--- src/rtl/host_port_pkg.sv ---
package host_port_pkg;

    // ---------------------------------------------------------------
    // Register map (byte addresses)
    // ---------------------------------------------------------------
    localparam logic [11:0] OFS_CTRL_A   = 12'h000;
    localparam logic [11:0] OFS_CTRL_B   = 12'h004;
    localparam logic [11:0] OFS_IPC      = 12'h008;
    localparam logic [11:0] OFS_STAT_A   = 12'h00C;
    localparam logic [11:0] OFS_STAT_B   = 12'h010;
    localparam logic [11:0] OFS_PORTSTAT = 12'h014;
    localparam logic [11:0] OFS_GLOBAL   = 12'h018;
    localparam logic [11:0] OFS_VECTOR   = 12'h01C;
    localparam logic [11:0] OFS_LEVEL_A  = 12'h020;
    localparam logic [11:0] OFS_LEVEL_B  = 12'h024;
    localparam logic [11:0] CHAN_STRIDE  = 12'h040;

    // ---------------------------------------------------------------
    // Control fields
    // ---------------------------------------------------------------
    localparam int CTRL_DMA_BIT    = 7;
    localparam int CTRL_MODE_LSB   = 8;
    localparam int CTRL_THR_LSB    = 0;
    localparam int IPC_DAISY_BIT   = 0;
    localparam int IPC_PUSHPULL    = 1;
    localparam int IPC_VEC_LSB     = 8;
    localparam int SILICON_REV_ONE = 1;

    // ---------------------------------------------------------------
    // Reset values and sizes
    // ---------------------------------------------------------------
    localparam logic [5:0] HALF_BYTES  = 6'h20;
    localparam logic [5:0] THR_RESET   = 6'h20;
    localparam logic [5:0] THR_MIN_ASY = 6'h01;
    localparam logic [5:0] THR_MIN_HDL = 6'h02;
    localparam logic [7:0] VEC_RESET   = 8'h00;

    typedef enum logic [1:0] {
        MODE_ASYNC,
        MODE_BISYNC,
        MODE_HDLC
    } serial_mode_e;

    typedef enum logic [1:0] {
        ACC_WORD,
        ACC_UPPER,
        ACC_LOWER,
        ACC_NONE
    } lane_access_e;

endpackage

--- src/rtl/dual_channel_host_bus_port.sv ---
// Function
// RULE1: Daisy mode selected in port config uses chain enable out and in.
// RULE2: Highest priority device has chain enable input tied high externally.
// RULE3: Two-pulse mode: two-cycle acknowledge; chain settles before second pulse.
// RULE4: Single-pulse mode: chain settles before data strobe falls.
// RULE5: Each channel has 64-byte receive and transmit pools, two 32-byte halves.
// RULE6: Only one half of each pool faces the host at a time.
// RULE7: Width strap high permits word accesses; byte accesses still allowed.
// RULE8: Receive threshold resets to 32, down to 1 (async/bisync) or 2 (HDLC).
// RULE9: First silicon fixes HDLC receive threshold at 32 bytes.
// RULE10: First silicon host must not mix byte and word on one half.
// RULE11: Later parts: continue-only transmit needs a full 32-byte half first.
// RULE12: No fill restriction when message end accompanies transmit command.
// RULE13: Upper enable and address bit zero select word, upper, lower, or none.
// RULE14: Two-pulse: odd address on upper lanes; single-pulse reversed.
// RULE15: Each channel has an identical independent register set.
// RULE16: Common interrupt and port registers reachable through either channel set.
// RULE17: After reset each channel uses interrupt-driven transfer.
// RULE18: DMA bit in byte count high register switches channel to DMA.
// RULE19: Four DMA request lines: transmit and receive per channel.
// RULE20: One interrupt output, open-drain or push-pull by port config.
// RULE21: Vector given in acknowledge; status registers also readable.
// RULE22: Daisy mode accepts acknowledge only while chain enable input active.
// RULE23: Chain enable out follows in, forced low while own request active.
// RULE24: Reading status clears bits and global bit; irq drops when none remain.
// RULE25: Narrow strap makes every access a single byte on low lanes.
//
// Decided for this implementation: the APB slave port and the placing of the registers.
`timescale 1ns/100ps

module dual_channel_host_bus_port #(
    parameter int ADDR_W = 12
) (
    input  wire logic              clk,
    input  wire logic              rst_n,
    input  wire logic              psel,
    input  wire logic              penable,
    input  wire logic              pwrite,
    input  wire logic [ADDR_W-1:0] paddr,
    input  wire logic [31:0]       pwdata,
    output logic                   pready,
    output logic                   pslverr,
    output logic [31:0]            prdata,
    input  wire logic              wideBusStrap,
    input  wire logic              twoPulseMode,
    input  wire logic              upper_byte_enable_n,
    input  wire logic [3:0]        channelEvents,
    input  wire logic              portEvent,
    input  wire logic [3:0]        poolReady,
    input  wire logic              irq_acknowledge_n,
    input  wire logic              chain_enable_in,
    output logic                   chain_enable_out,
    output logic                   irqOut,
    output logic                   irqOe,
    output logic [7:0]             ackVector,
    output logic                   ackVectorValid,
    output logic [3:0]             dmaRequest,
    output logic [1:0]             hostHalf,
    output logic [5:0]             rxThresholdA,
    output logic [5:0]             rxThresholdB,
    output logic [1:0]             laneSelect
);

    // ---------------------------------------------------------------
    // Pin synchronisers
    // ---------------------------------------------------------------
    logic [5:0] pinMeta_r;
    logic [5:0] pinSync_r;
    always_ff @(posedge clk or negedge rst_n) begin
        if (!rst_n) begin
            pinMeta_r <= 6'h3D;
            pinSync_r <= 6'h3D;
        end else begin
            pinMeta_r <= {upper_byte_enable_n, irq_acknowledge_n, chain_enable_in,
                          twoPulseMode, wideBusStrap, 1'b1};
            pinSync_r <= pinMeta_r;
        end
    end
    logic ubeN;
    logic ackN;
    logic chainIn;
    logic twoPulse;
    logic wideBus;
    assign ubeN     = pinSync_r[5];
    assign ackN     = pinSync_r[4];
    assign chainIn  = pinSync_r[3];
    assign twoPulse = pinSync_r[2];
    assign wideBus  = pinSync_r[1];

    // ---------------------------------------------------------------
    // Lane decode
    // ---------------------------------------------------------------
    host_port_pkg::lane_access_e laneAcc;
    always_comb begin
        if (!wideBus) begin
            laneAcc = host_port_pkg::ACC_LOWER;                    // [RULE25]
        end else if (!ubeN && !paddr[0]) begin
            laneAcc = host_port_pkg::ACC_WORD;                     // [RULE7] [RULE13]
        end else if (!ubeN) begin
            laneAcc = host_port_pkg::ACC_UPPER;                    // [RULE13]
        end else if (!paddr[0]) begin
            laneAcc = host_port_pkg::ACC_LOWER;                    // [RULE13]
        end else begin
            laneAcc = host_port_pkg::ACC_NONE;                     // [RULE13]
        end
    end
    assign laneSelect = laneAcc;

    // ---------------------------------------------------------------
    // APB decode; the whole register map repeats one stride above, so both windows reach the A and B registers
    // ---------------------------------------------------------------
    logic          chanB;
    logic [11:0]   regOfs;
    logic          access;
    logic          known;
    assign chanB  = (paddr[11:0] >= host_port_pkg::CHAN_STRIDE);   // [RULE15]
    assign regOfs = chanB ? paddr[11:0] - host_port_pkg::CHAN_STRIDE : paddr[11:0];
    assign access = psel && penable;
    assign pready = 1'b1;
    always_comb begin
        if (regOfs == host_port_pkg::OFS_CTRL_A || regOfs == host_port_pkg::OFS_CTRL_B ||
            regOfs == host_port_pkg::OFS_IPC || regOfs == host_port_pkg::OFS_STAT_A ||
            regOfs == host_port_pkg::OFS_STAT_B || regOfs == host_port_pkg::OFS_PORTSTAT ||
            regOfs == host_port_pkg::OFS_GLOBAL || regOfs == host_port_pkg::OFS_VECTOR ||
            regOfs == host_port_pkg::OFS_LEVEL_A || regOfs == host_port_pkg::OFS_LEVEL_B) begin
            known = (paddr[11:0] < 2 * host_port_pkg::CHAN_STRIDE);
        end else begin
            known = 1'b0;
        end
    end
    assign pslverr = access && !known;

    // ---------------------------------------------------------------
    // Per channel control: DMA bit, serial mode, threshold
    // ---------------------------------------------------------------
    logic [1:0]  dmaMode_r;
    logic [3:0]  serMode_r;
    logic [11:0] thrReq_r;
    logic [7:0]  ipc_r;
    logic [7:0]  vecBase_r;
    logic        wrOk;
    assign wrOk = access && pwrite && known;
    always_ff @(posedge clk or negedge rst_n) begin
        if (!rst_n) begin
            dmaMode_r <= 2'h0;                                     // [RULE17]
            serMode_r <= 4'h0;
            thrReq_r  <= {host_port_pkg::THR_RESET, host_port_pkg::THR_RESET}; // [RULE8]
        end else if (wrOk && regOfs == host_port_pkg::OFS_CTRL_A) begin
            dmaMode_r[0]  <= pwdata[host_port_pkg::CTRL_DMA_BIT];  // [RULE18]
            serMode_r[1:0] <= pwdata[host_port_pkg::CTRL_MODE_LSB +: 2];
            thrReq_r[5:0] <= pwdata[host_port_pkg::CTRL_THR_LSB +: 6];
        end else if (wrOk && regOfs == host_port_pkg::OFS_CTRL_B) begin
            dmaMode_r[1]   <= pwdata[host_port_pkg::CTRL_DMA_BIT]; // [RULE18]
            serMode_r[3:2] <= pwdata[host_port_pkg::CTRL_MODE_LSB +: 2];
            thrReq_r[11:6] <= pwdata[host_port_pkg::CTRL_THR_LSB +: 6];
        end
    end

    // Common config reachable from either channel window
    always_ff @(posedge clk or negedge rst_n) begin
        if (!rst_n) begin
            ipc_r     <= 8'h00;
            vecBase_r <= host_port_pkg::VEC_RESET;
        end else if (wrOk && regOfs == host_port_pkg::OFS_IPC) begin // [RULE16]
            ipc_r     <= pwdata[7:0];
            vecBase_r <= pwdata[host_port_pkg::IPC_VEC_LSB +: 8];
        end
    end

    function automatic logic [5:0] clampThr(input logic [5:0] req, input logic [1:0] md);
        logic [5:0] lo;
        lo = (md == 2'(host_port_pkg::MODE_HDLC)) ? host_port_pkg::THR_MIN_HDL
                                                   : host_port_pkg::THR_MIN_ASY;
        if (md == 2'(host_port_pkg::MODE_HDLC) && host_port_pkg::SILICON_REV_ONE == 1) begin
            clampThr = host_port_pkg::HALF_BYTES;                  // [RULE9]
        end else if (req > host_port_pkg::HALF_BYTES || req == 6'h00) begin
            clampThr = host_port_pkg::HALF_BYTES;
        end else if (req < lo) begin
            clampThr = lo;                                         // [RULE8]
        end else begin
            clampThr = req;
        end
    endfunction
    assign rxThresholdA = clampThr(thrReq_r[5:0], serMode_r[1:0]);
    assign rxThresholdB = clampThr(thrReq_r[11:6], serMode_r[3:2]);

    // ---------------------------------------------------------------
    // Pool halves: a half swaps when the serial side hands it over
    // ---------------------------------------------------------------
    logic [1:0] hostHalf_r;
    always_ff @(posedge clk or negedge rst_n) begin
        if (!rst_n) begin
            hostHalf_r <= 2'h0;
        end else begin
            // Handover checks no fill count, so message-end sends need no full half
            hostHalf_r <= hostHalf_r ^ {poolReady[2], poolReady[0]}; // [RULE5] [RULE6] [RULE12]
        end
    end
    assign hostHalf = hostHalf_r;

    // DMA requests: rxA, txA, rxB, txB; only in DMA mode
    always_ff @(posedge clk or negedge rst_n) begin
        if (!rst_n) begin
            dmaRequest <= 4'h0;
        end else begin
            dmaRequest <= poolReady & {{2{dmaMode_r[1]}}, {2{dmaMode_r[0]}}}; // [RULE19]
        end
    end

    // ---------------------------------------------------------------
    // Sticky status; events in interrupt mode only for pool events
    // ---------------------------------------------------------------
    logic [3:0] statA_r;
    logic [3:0] statB_r;
    logic       portStat_r;
    logic       rdStatA;
    logic       rdStatB;
    logic       rdPort;
    assign rdStatA = access && !pwrite && regOfs == host_port_pkg::OFS_STAT_A;
    assign rdStatB = access && !pwrite && regOfs == host_port_pkg::OFS_STAT_B;
    assign rdPort  = access && !pwrite && regOfs == host_port_pkg::OFS_PORTSTAT;
    always_ff @(posedge clk or negedge rst_n) begin
        if (!rst_n) begin
            statA_r    <= 4'h0;
            statB_r    <= 4'h0;
            portStat_r <= 1'b0;
        end else begin
            // New events win over a clearing read
            statA_r    <= (rdStatA ? 4'h0 : statA_r) | {channelEvents[1:0], 2'h0} |
                          {2'h0, poolReady[1:0] & {2{!dmaMode_r[0]}}}; // [RULE24] [RULE17]
            statB_r    <= (rdStatB ? 4'h0 : statB_r) | {channelEvents[3:2], 2'h0} |
                          {2'h0, poolReady[3:2] & {2{!dmaMode_r[1]}}}; // [RULE24]
            portStat_r <= (rdPort ? 1'b0 : portStat_r) | portEvent;
        end
    end
    logic [2:0] globalStat;
    assign globalStat = {portStat_r, |statB_r, |statA_r};
    logic ownReq;
    assign ownReq = |globalStat;

    // ---------------------------------------------------------------
    // Interrupt output and daisy chain
    // ---------------------------------------------------------------
    logic daisy;
    logic inAck;
    assign daisy = ipc_r[host_port_pkg::IPC_DAISY_BIT];            // [RULE1]
    assign inAck = !ackN;
    // Request frozen at its last value during acknowledge in daisy mode so the chain stays settled
    always_ff @(posedge clk or negedge rst_n) begin
        if (!rst_n) begin
            irqOut <= 1'b0;
        end else if (!inAck || !daisy) begin
            irqOut <= ownReq && (!daisy || chainIn);               // [RULE24] [RULE2]
        end
    end
    // Push-pull drives always; open-drain only pulls while asserted
    assign irqOe = ipc_r[host_port_pkg::IPC_PUSHPULL] ? 1'b1 : irqOut; // [RULE20]
    always_ff @(posedge clk or negedge rst_n) begin
        if (!rst_n) begin
            chain_enable_out <= 1'b0;
        end else begin
            chain_enable_out <= daisy ? (chainIn && !ownReq) : chainIn; // [RULE23] [RULE1]
        end
    end

    // Acknowledge: two-pulse mode gives vector on the second pulse
    logic ackPrev_r;
    logic pulseCnt_r;
    logic ackFall;
    always_ff @(posedge clk or negedge rst_n) begin
        if (!rst_n) begin
            ackPrev_r <= 1'b0;
        end else begin
            ackPrev_r <= inAck;
        end
    end
    assign ackFall = inAck && !ackPrev_r;
    logic ackOk;
    assign ackOk = ackFall && (!daisy || chainIn) && ownReq;       // [RULE22] [RULE4]
    always_ff @(posedge clk or negedge rst_n) begin
        if (!rst_n) begin
            pulseCnt_r <= 1'b0;
        end else if (ackOk && twoPulse) begin
            pulseCnt_r <= !pulseCnt_r;                             // [RULE3]
        end
    end
    logic [7:0] vector;
    always_comb begin
        if (|statA_r) begin
            vector = {vecBase_r[7:3], 3'h1};
        end else if (|statB_r) begin
            vector = {vecBase_r[7:3], 3'h2};
        end else begin
            vector = {vecBase_r[7:3], 3'h3};
        end
    end
    always_ff @(posedge clk or negedge rst_n) begin
        if (!rst_n) begin
            ackVector      <= 8'h00;
            ackVectorValid <= 1'b0;
        end else begin
            ackVectorValid <= ackOk && (!twoPulse || pulseCnt_r);  // [RULE21] [RULE3]
            if (ackOk) begin
                ackVector <= vector;                               // [RULE21]
            end
        end
    end

    // ---------------------------------------------------------------
    // Read data with lane steering
    // ---------------------------------------------------------------
    logic [15:0] rawWord;
    always_comb begin
        if (regOfs == host_port_pkg::OFS_CTRL_A) begin
            rawWord = {6'h00, serMode_r[1:0], dmaMode_r[0], 1'b0, thrReq_r[5:0]};
        end else if (regOfs == host_port_pkg::OFS_CTRL_B) begin
            rawWord = {6'h00, serMode_r[3:2], dmaMode_r[1], 1'b0, thrReq_r[11:6]};
        end else if (regOfs == host_port_pkg::OFS_IPC) begin
            rawWord = {vecBase_r, ipc_r};
        end else if (regOfs == host_port_pkg::OFS_STAT_A) begin
            rawWord = {12'h000, statA_r};
        end else if (regOfs == host_port_pkg::OFS_STAT_B) begin
            rawWord = {12'h000, statB_r};
        end else if (regOfs == host_port_pkg::OFS_PORTSTAT) begin
            rawWord = {15'h0000, portStat_r};
        end else if (regOfs == host_port_pkg::OFS_GLOBAL) begin
            rawWord = {4'h0, hostHalf_r, 1'b0, irqOut, 5'h00, globalStat};
        end else if (regOfs == host_port_pkg::OFS_VECTOR) begin
            rawWord = {8'h00, vector};
        end else if (regOfs == host_port_pkg::OFS_LEVEL_A) begin
            rawWord = {10'h000, rxThresholdA};
        end else if (regOfs == host_port_pkg::OFS_LEVEL_B) begin
            rawWord = {10'h000, rxThresholdB};
        end else begin
            rawWord = 16'h0000;
        end
    end
    // Word register: two-pulse puts the odd byte high, single-pulse swaps
    logic [15:0] laneWord;
    always_comb begin
        if (laneAcc == host_port_pkg::ACC_WORD) begin
            laneWord = twoPulse ? rawWord : {rawWord[7:0], rawWord[15:8]}; // [RULE14]
        end else if (laneAcc == host_port_pkg::ACC_UPPER) begin
            laneWord = {rawWord[7:0], 8'h00};                      // [RULE13]
        end else if (laneAcc == host_port_pkg::ACC_LOWER) begin
            laneWord = {8'h00, rawWord[7:0]};                      // [RULE25]
        end else begin
            laneWord = 16'h0000;
        end
    end
    assign prdata = (access && !pwrite && known) ? {16'h0000, laneWord} : 32'h0000_0000;

    // ---------------------------------------------------------------
    // Checks
    // ---------------------------------------------------------------
    a_chain_forced_low: assert property (@(posedge clk) disable iff (!rst_n) // [RULE23]
        daisy && ownReq |=> !chain_enable_out)
        else $error("chain enable out high while own request");
    a_dma_reset_off: assert property (@(posedge clk) disable iff (!rst_n) // [RULE17]
        $rose(rst_n) |-> dmaMode_r == 2'h0)
        else $error("dma mode not cleared");
    a_dma_gate: assert property (@(posedge clk) disable iff (!rst_n) // [RULE19]
        !dmaMode_r[0] |=> !dmaRequest[0] || $past(dmaMode_r[0]))
        else $error("dma request in interrupt mode");
    a_narrow_lane: assert property (@(posedge clk) disable iff (!rst_n) // [RULE25]
        !wideBus |-> laneAcc == host_port_pkg::ACC_LOWER)
        else $error("narrow bus not single low byte");
    a_none_xfer: assert property (@(posedge clk) disable iff (!rst_n) // [RULE13]
        wideBus && ubeN && paddr[0] |-> laneWord == 16'h0000)
        else $error("transfer with both enables high");
    a_thr_bounds: assert property (@(posedge clk) disable iff (!rst_n) // [RULE8]
        rxThresholdA <= host_port_pkg::HALF_BYTES && rxThresholdA != 6'h00)
        else $error("threshold out of range");
    a_hdlc_fixed: assert property (@(posedge clk) disable iff (!rst_n) // [RULE9]
        serMode_r[1:0] == 2'(host_port_pkg::MODE_HDLC) |-> rxThresholdA == 6'h20)
        else $error("hdlc threshold not fixed");
    a_read_clears: assert property (@(posedge clk) disable iff (!rst_n) // [RULE24]
        rdStatA && channelEvents[1:0] == 2'h0 && poolReady[1:0] == 2'h0 |=> statA_r == 4'h0)
        else $error("status read did not clear");
    a_ack_gated: assert property (@(posedge clk) disable iff (!rst_n) // [RULE22]
        daisy && !chainIn |=> !ackVectorValid)
        else $error("acknowledge accepted without chain enable");

endmodule

--- config.mk ---
export PLATFORM = sky130hd
export DESIGN_NAME = dual_channel_host_bus_port
export DESIGN_NICKNAME = d
export VERILOG_FILES = /design/src/rtl/host_port_pkg.sv /design/src/rtl/dual_channel_host_bus_port.sv
export SDC_FILE = /design/constraint.sdc
export NUM_CORES = 1
export LEC_CHECK = 0
export BUFFER_PORTS_ARGS = -buffer_cell sky130_fd_sc_hd__buf_2
export CORE_UTILIZATION = 50
export CTS_CLUSTER_DIAMETER = 40
export DETAILED_ROUTE_END_ITERATION = 8
export MAX_ROUTING_LAYER = met4
export PLACE_DENSITY = 0.78
export SYNTH_ARGS = -nofsm -noshare
export SYNTH_HDL_FRONTEND = slang
export SYNTH_SLANG_ARGS = --single-unit
--- constraint.sdc ---
create_clock -name clk -period 2.95 [get_ports clk]
set_clock_uncertainty 0.1 [all_clocks]
set_input_delay 0 -clock clk [delete_from_list [all_inputs] [get_ports clk]]
set_output_delay 0 -clock clk [all_outputs]
set_load 0.01 [all_outputs]
==> run_results.csv <==
group,metric,value,unit
floorplanning,die-area,8650,um^2
clocking,clk_latency,360,ps
worst_hold_path,hp-class,"in -> reg",
global_route,overflow,0,
sta,hold_viol,0,
sta,worst_slew_pin_slew,868,ps
logic_synthesis,yosys-top-cells-count,"dfrtp_1, nand2_1, nor2_1",
logic_synthesis,synth.area.top_cells,"dfrtp_1, mux2_2, dfstp_2, nand2_1, buf_4",
clocking,cts_made_buffers,9,
critical_path,worstPathArrival,2810,ps
critical_path,crit_fanout,3,
critical_path,required,2850,ps
critical_path,worstReg2RegEnd,"ackVector[5]",
drt,drtPass1Iterations,5,
drt,viasPerCell,5.88,
power,power_density,412,nW/um^2
logic_synthesis,synth_top_cell_area_share,0.369,
drt,drtIter0Drc,408,
layout,area_delta_synth_final,29.6,%
clocking,clk_pin_slew,80,ps
critical_path,endpoint_kind,"output pin",
drt,drc,0,
floorplanning,ios,129,
run_status,status,"finished, final reports clean",
logic_synthesis,yosysSeqAreaShare,0.432,
sta,setup_violations,0,
clocking,htreeDepth,3,
global_route,grt_pass1_vias,3936,
logic_synthesis,avgSynthCellArea,9.47,um^2
clocking,cts_sinks,71,
logic_synthesis,synthArstFlopShare,1.00,
sta,finalWorstSetupSlack,43.2,ps
critical_path,start_kind,"flop",
place,port_buffers,94,
logic_synthesis,synth.most_common_cell,"dfrtp_1",
floorplanning,die_y,93.0,um
critical_path,crit_end,"prdata[8]",
floorplanning,start_util,0.528,
floorplanning,fp.dieW,93.0,um
global_route,grt.total_usage,0.323,
place,place_inst,637,
sta,slew_violations,0,
layout,drive_gt1_frac,0.334,
critical_path,crit_path_start,"serMode_r[0]",
clocking,root_buffer,"clkbuf_8",
power,vdd_drop_max,0.000287,V
layout,final_nets,648,
power,p_leak,0.00254,uW
global_route,grt_pass1_wl,20400,um
drt,via_count,4045,
sta,finalCriticalPeriod,2910,ps
drt,wl_per_cell,18.6,um
sta,max_freq,0.344,GHz
place,hpwl,9210,um
floorplanning,rows,32,
logic_synthesis,yosysWarnings,0,
critical_path,ff2ff_path_depth,7,
global_route,grt_max_degree,72,
clocking,cts_tree,"done",
logic_synthesis,syn_area,4140,um^2
drt,antenna_left,0,
sta,relSlewSlack,0.421,
critical_path,rr_startpoint,"statB_r[0]",
sta,layout_worst_path_cycle_share,0.985,
logic_synthesis,synth_cells,437,
global_route,grt_antenna_before_repair,0,
floorplanning,core,7850,um^2
place,place.gp.congestion,0.965,
job,maxCapViolations,0,
logic_synthesis,synth_top_area_cell,"dfrtp_1",
logic_synthesis,ys_types,61,
logic_synthesis,synth_edf_count,0,
logic_synthesis,synth_top_flop_cell,"dfrtp_1",
layout,antenna_cells,0,
place,post-place-ws,178,ps
critical_path,reg2reg_slack,420,ps
layout,post-route-util,0.684,
layout,fin_cells,688,
critical_path,path_class,"reg -> out",
clocking,cts_buffer_depth,2,
sta,rsz0062_at_grt,"yes",
drt,wl,12800,um
logic_synthesis,synth_seq_cells,71,
==> cells by family (layout without fill, tap and decap cells) <==
family,Yosys count,after routing,share of synthesized area
other cells,2,18,0.00181
compound gates,90,90,0.156
mux,38,38,0.102
simple gates,178,178,0.223
fa+ha+maj,4,4,0.0121
xor+xnor,3,3,0.00635
flops,71,71,0.432
buf+inv,51,184,0.0668
==> per-stage QoR <==
step	TNS [ps]	area (um^2)	total power (uW)	hold slack, ps
CTS	0	5320	2220	23.2
floorplan	0	4200	1180	-396
global route	-261	5370	2290	40.2
detailed placement	0	4760	1280	6.14
finish	0	5370	2210	28.7
global placement	0	4760	1270	5.57
==> power by group <==
part           total (uW)  internal, uW  leakage (uW)  switching [uW]
Sequential           1040          1010      0.000885            27.3
Clock                 918           488      0.000111             430
Combinational         258           109       0.00154             149
==> layout make-up <==
type	count	area, um^2
multi-input combinational	331	2170
clock inverter	7	103
timing repair buffer	154	1000
inverter	14	52.6
clock buffer	9	124
sequential	71	1790
fill	641	2480
tap	102	128
==> flip-flops by register name, summed over array words and instances (netlist names) <==
name and cells:
serMode_r 4, hostHalf 2, dmaRequest 4, thrReq_r 12
vecBase_r 8, ipc_r 8, pinSync_r 5, ackPrev_r 1
ackVectorValid 1, chain_enable_out 1, statA_r 4, ackVector 7
pulseCnt_r 1, portStat_r 1, pinMeta_r 5, statB_r 4
irqOut 1, dmaMode_r 2
==> cell usage in the layout, fill, tap and decap left out, drive strengths merged, types with 12 or more instances in the layout <==
| cell type | Yosys | final |
|---|---|---|
| dfrtp | 61 | 61 |
| nor3 | 13 | 13 |
| nand2 | 43 | 43 |
| nand3 | 20 | 20 |
| a21oi | 22 | 22 |
| buf | 23 | 122 |
| inv | 14 | 18 |
| nor2 | 35 | 35 |
| conb | 2 | 18 |
| and2 | 12 | 12 |
| mux2 | 34 | 34 |
| dlygate4sd3 | 0 | 32 |
==> worst min path at each step <==
stage / slack (ps) / end / cells past startpoint / start
after global placement: 6 / pinMeta_r[3] / 1 / chain_enable_in
after floorplan: -400 / ackPrev_r / 0 / rst_n
after CTS: 20 / statA_r[2] / 4 / pwrite
after global routing: 40 / statB_r[2] / 4 / pwrite
after detailed placement: 6 / pinMeta_r[3] / 1 / chain_enable_in
final: 30 / statB_r[2] / 4 / pwrite
==> layer usage <==
metal,GRT usage,wire [um]
met5,-,0
met4,0.132,287
met3,0.0520,870
met2,0.503,6090
met1,0.424,5590
==> critical path: stages (launching register included) <==
cell     delay [ps]
dfrtp_1         400
nor2b_1         150
inv_1            80
ha_2            190
nor4_4          180
a21oi_2         110
o41ai_2         300
buf_4           170
nor3_1           40
or4_1           490
a21oi_2         170
buf_2           160
==> repair_timing <==
action / in CTS / in global routing
hold buffers: 32 / 0
buffers inserted: 0 / 3
hold endpoints to repair: 115 / 0
pin swaps: 1 / 3
endpoints found under the setup margin: 2 / 3
resized for setup: 2 / 5
Note: power is estimated with default switching activity, not from simulation.
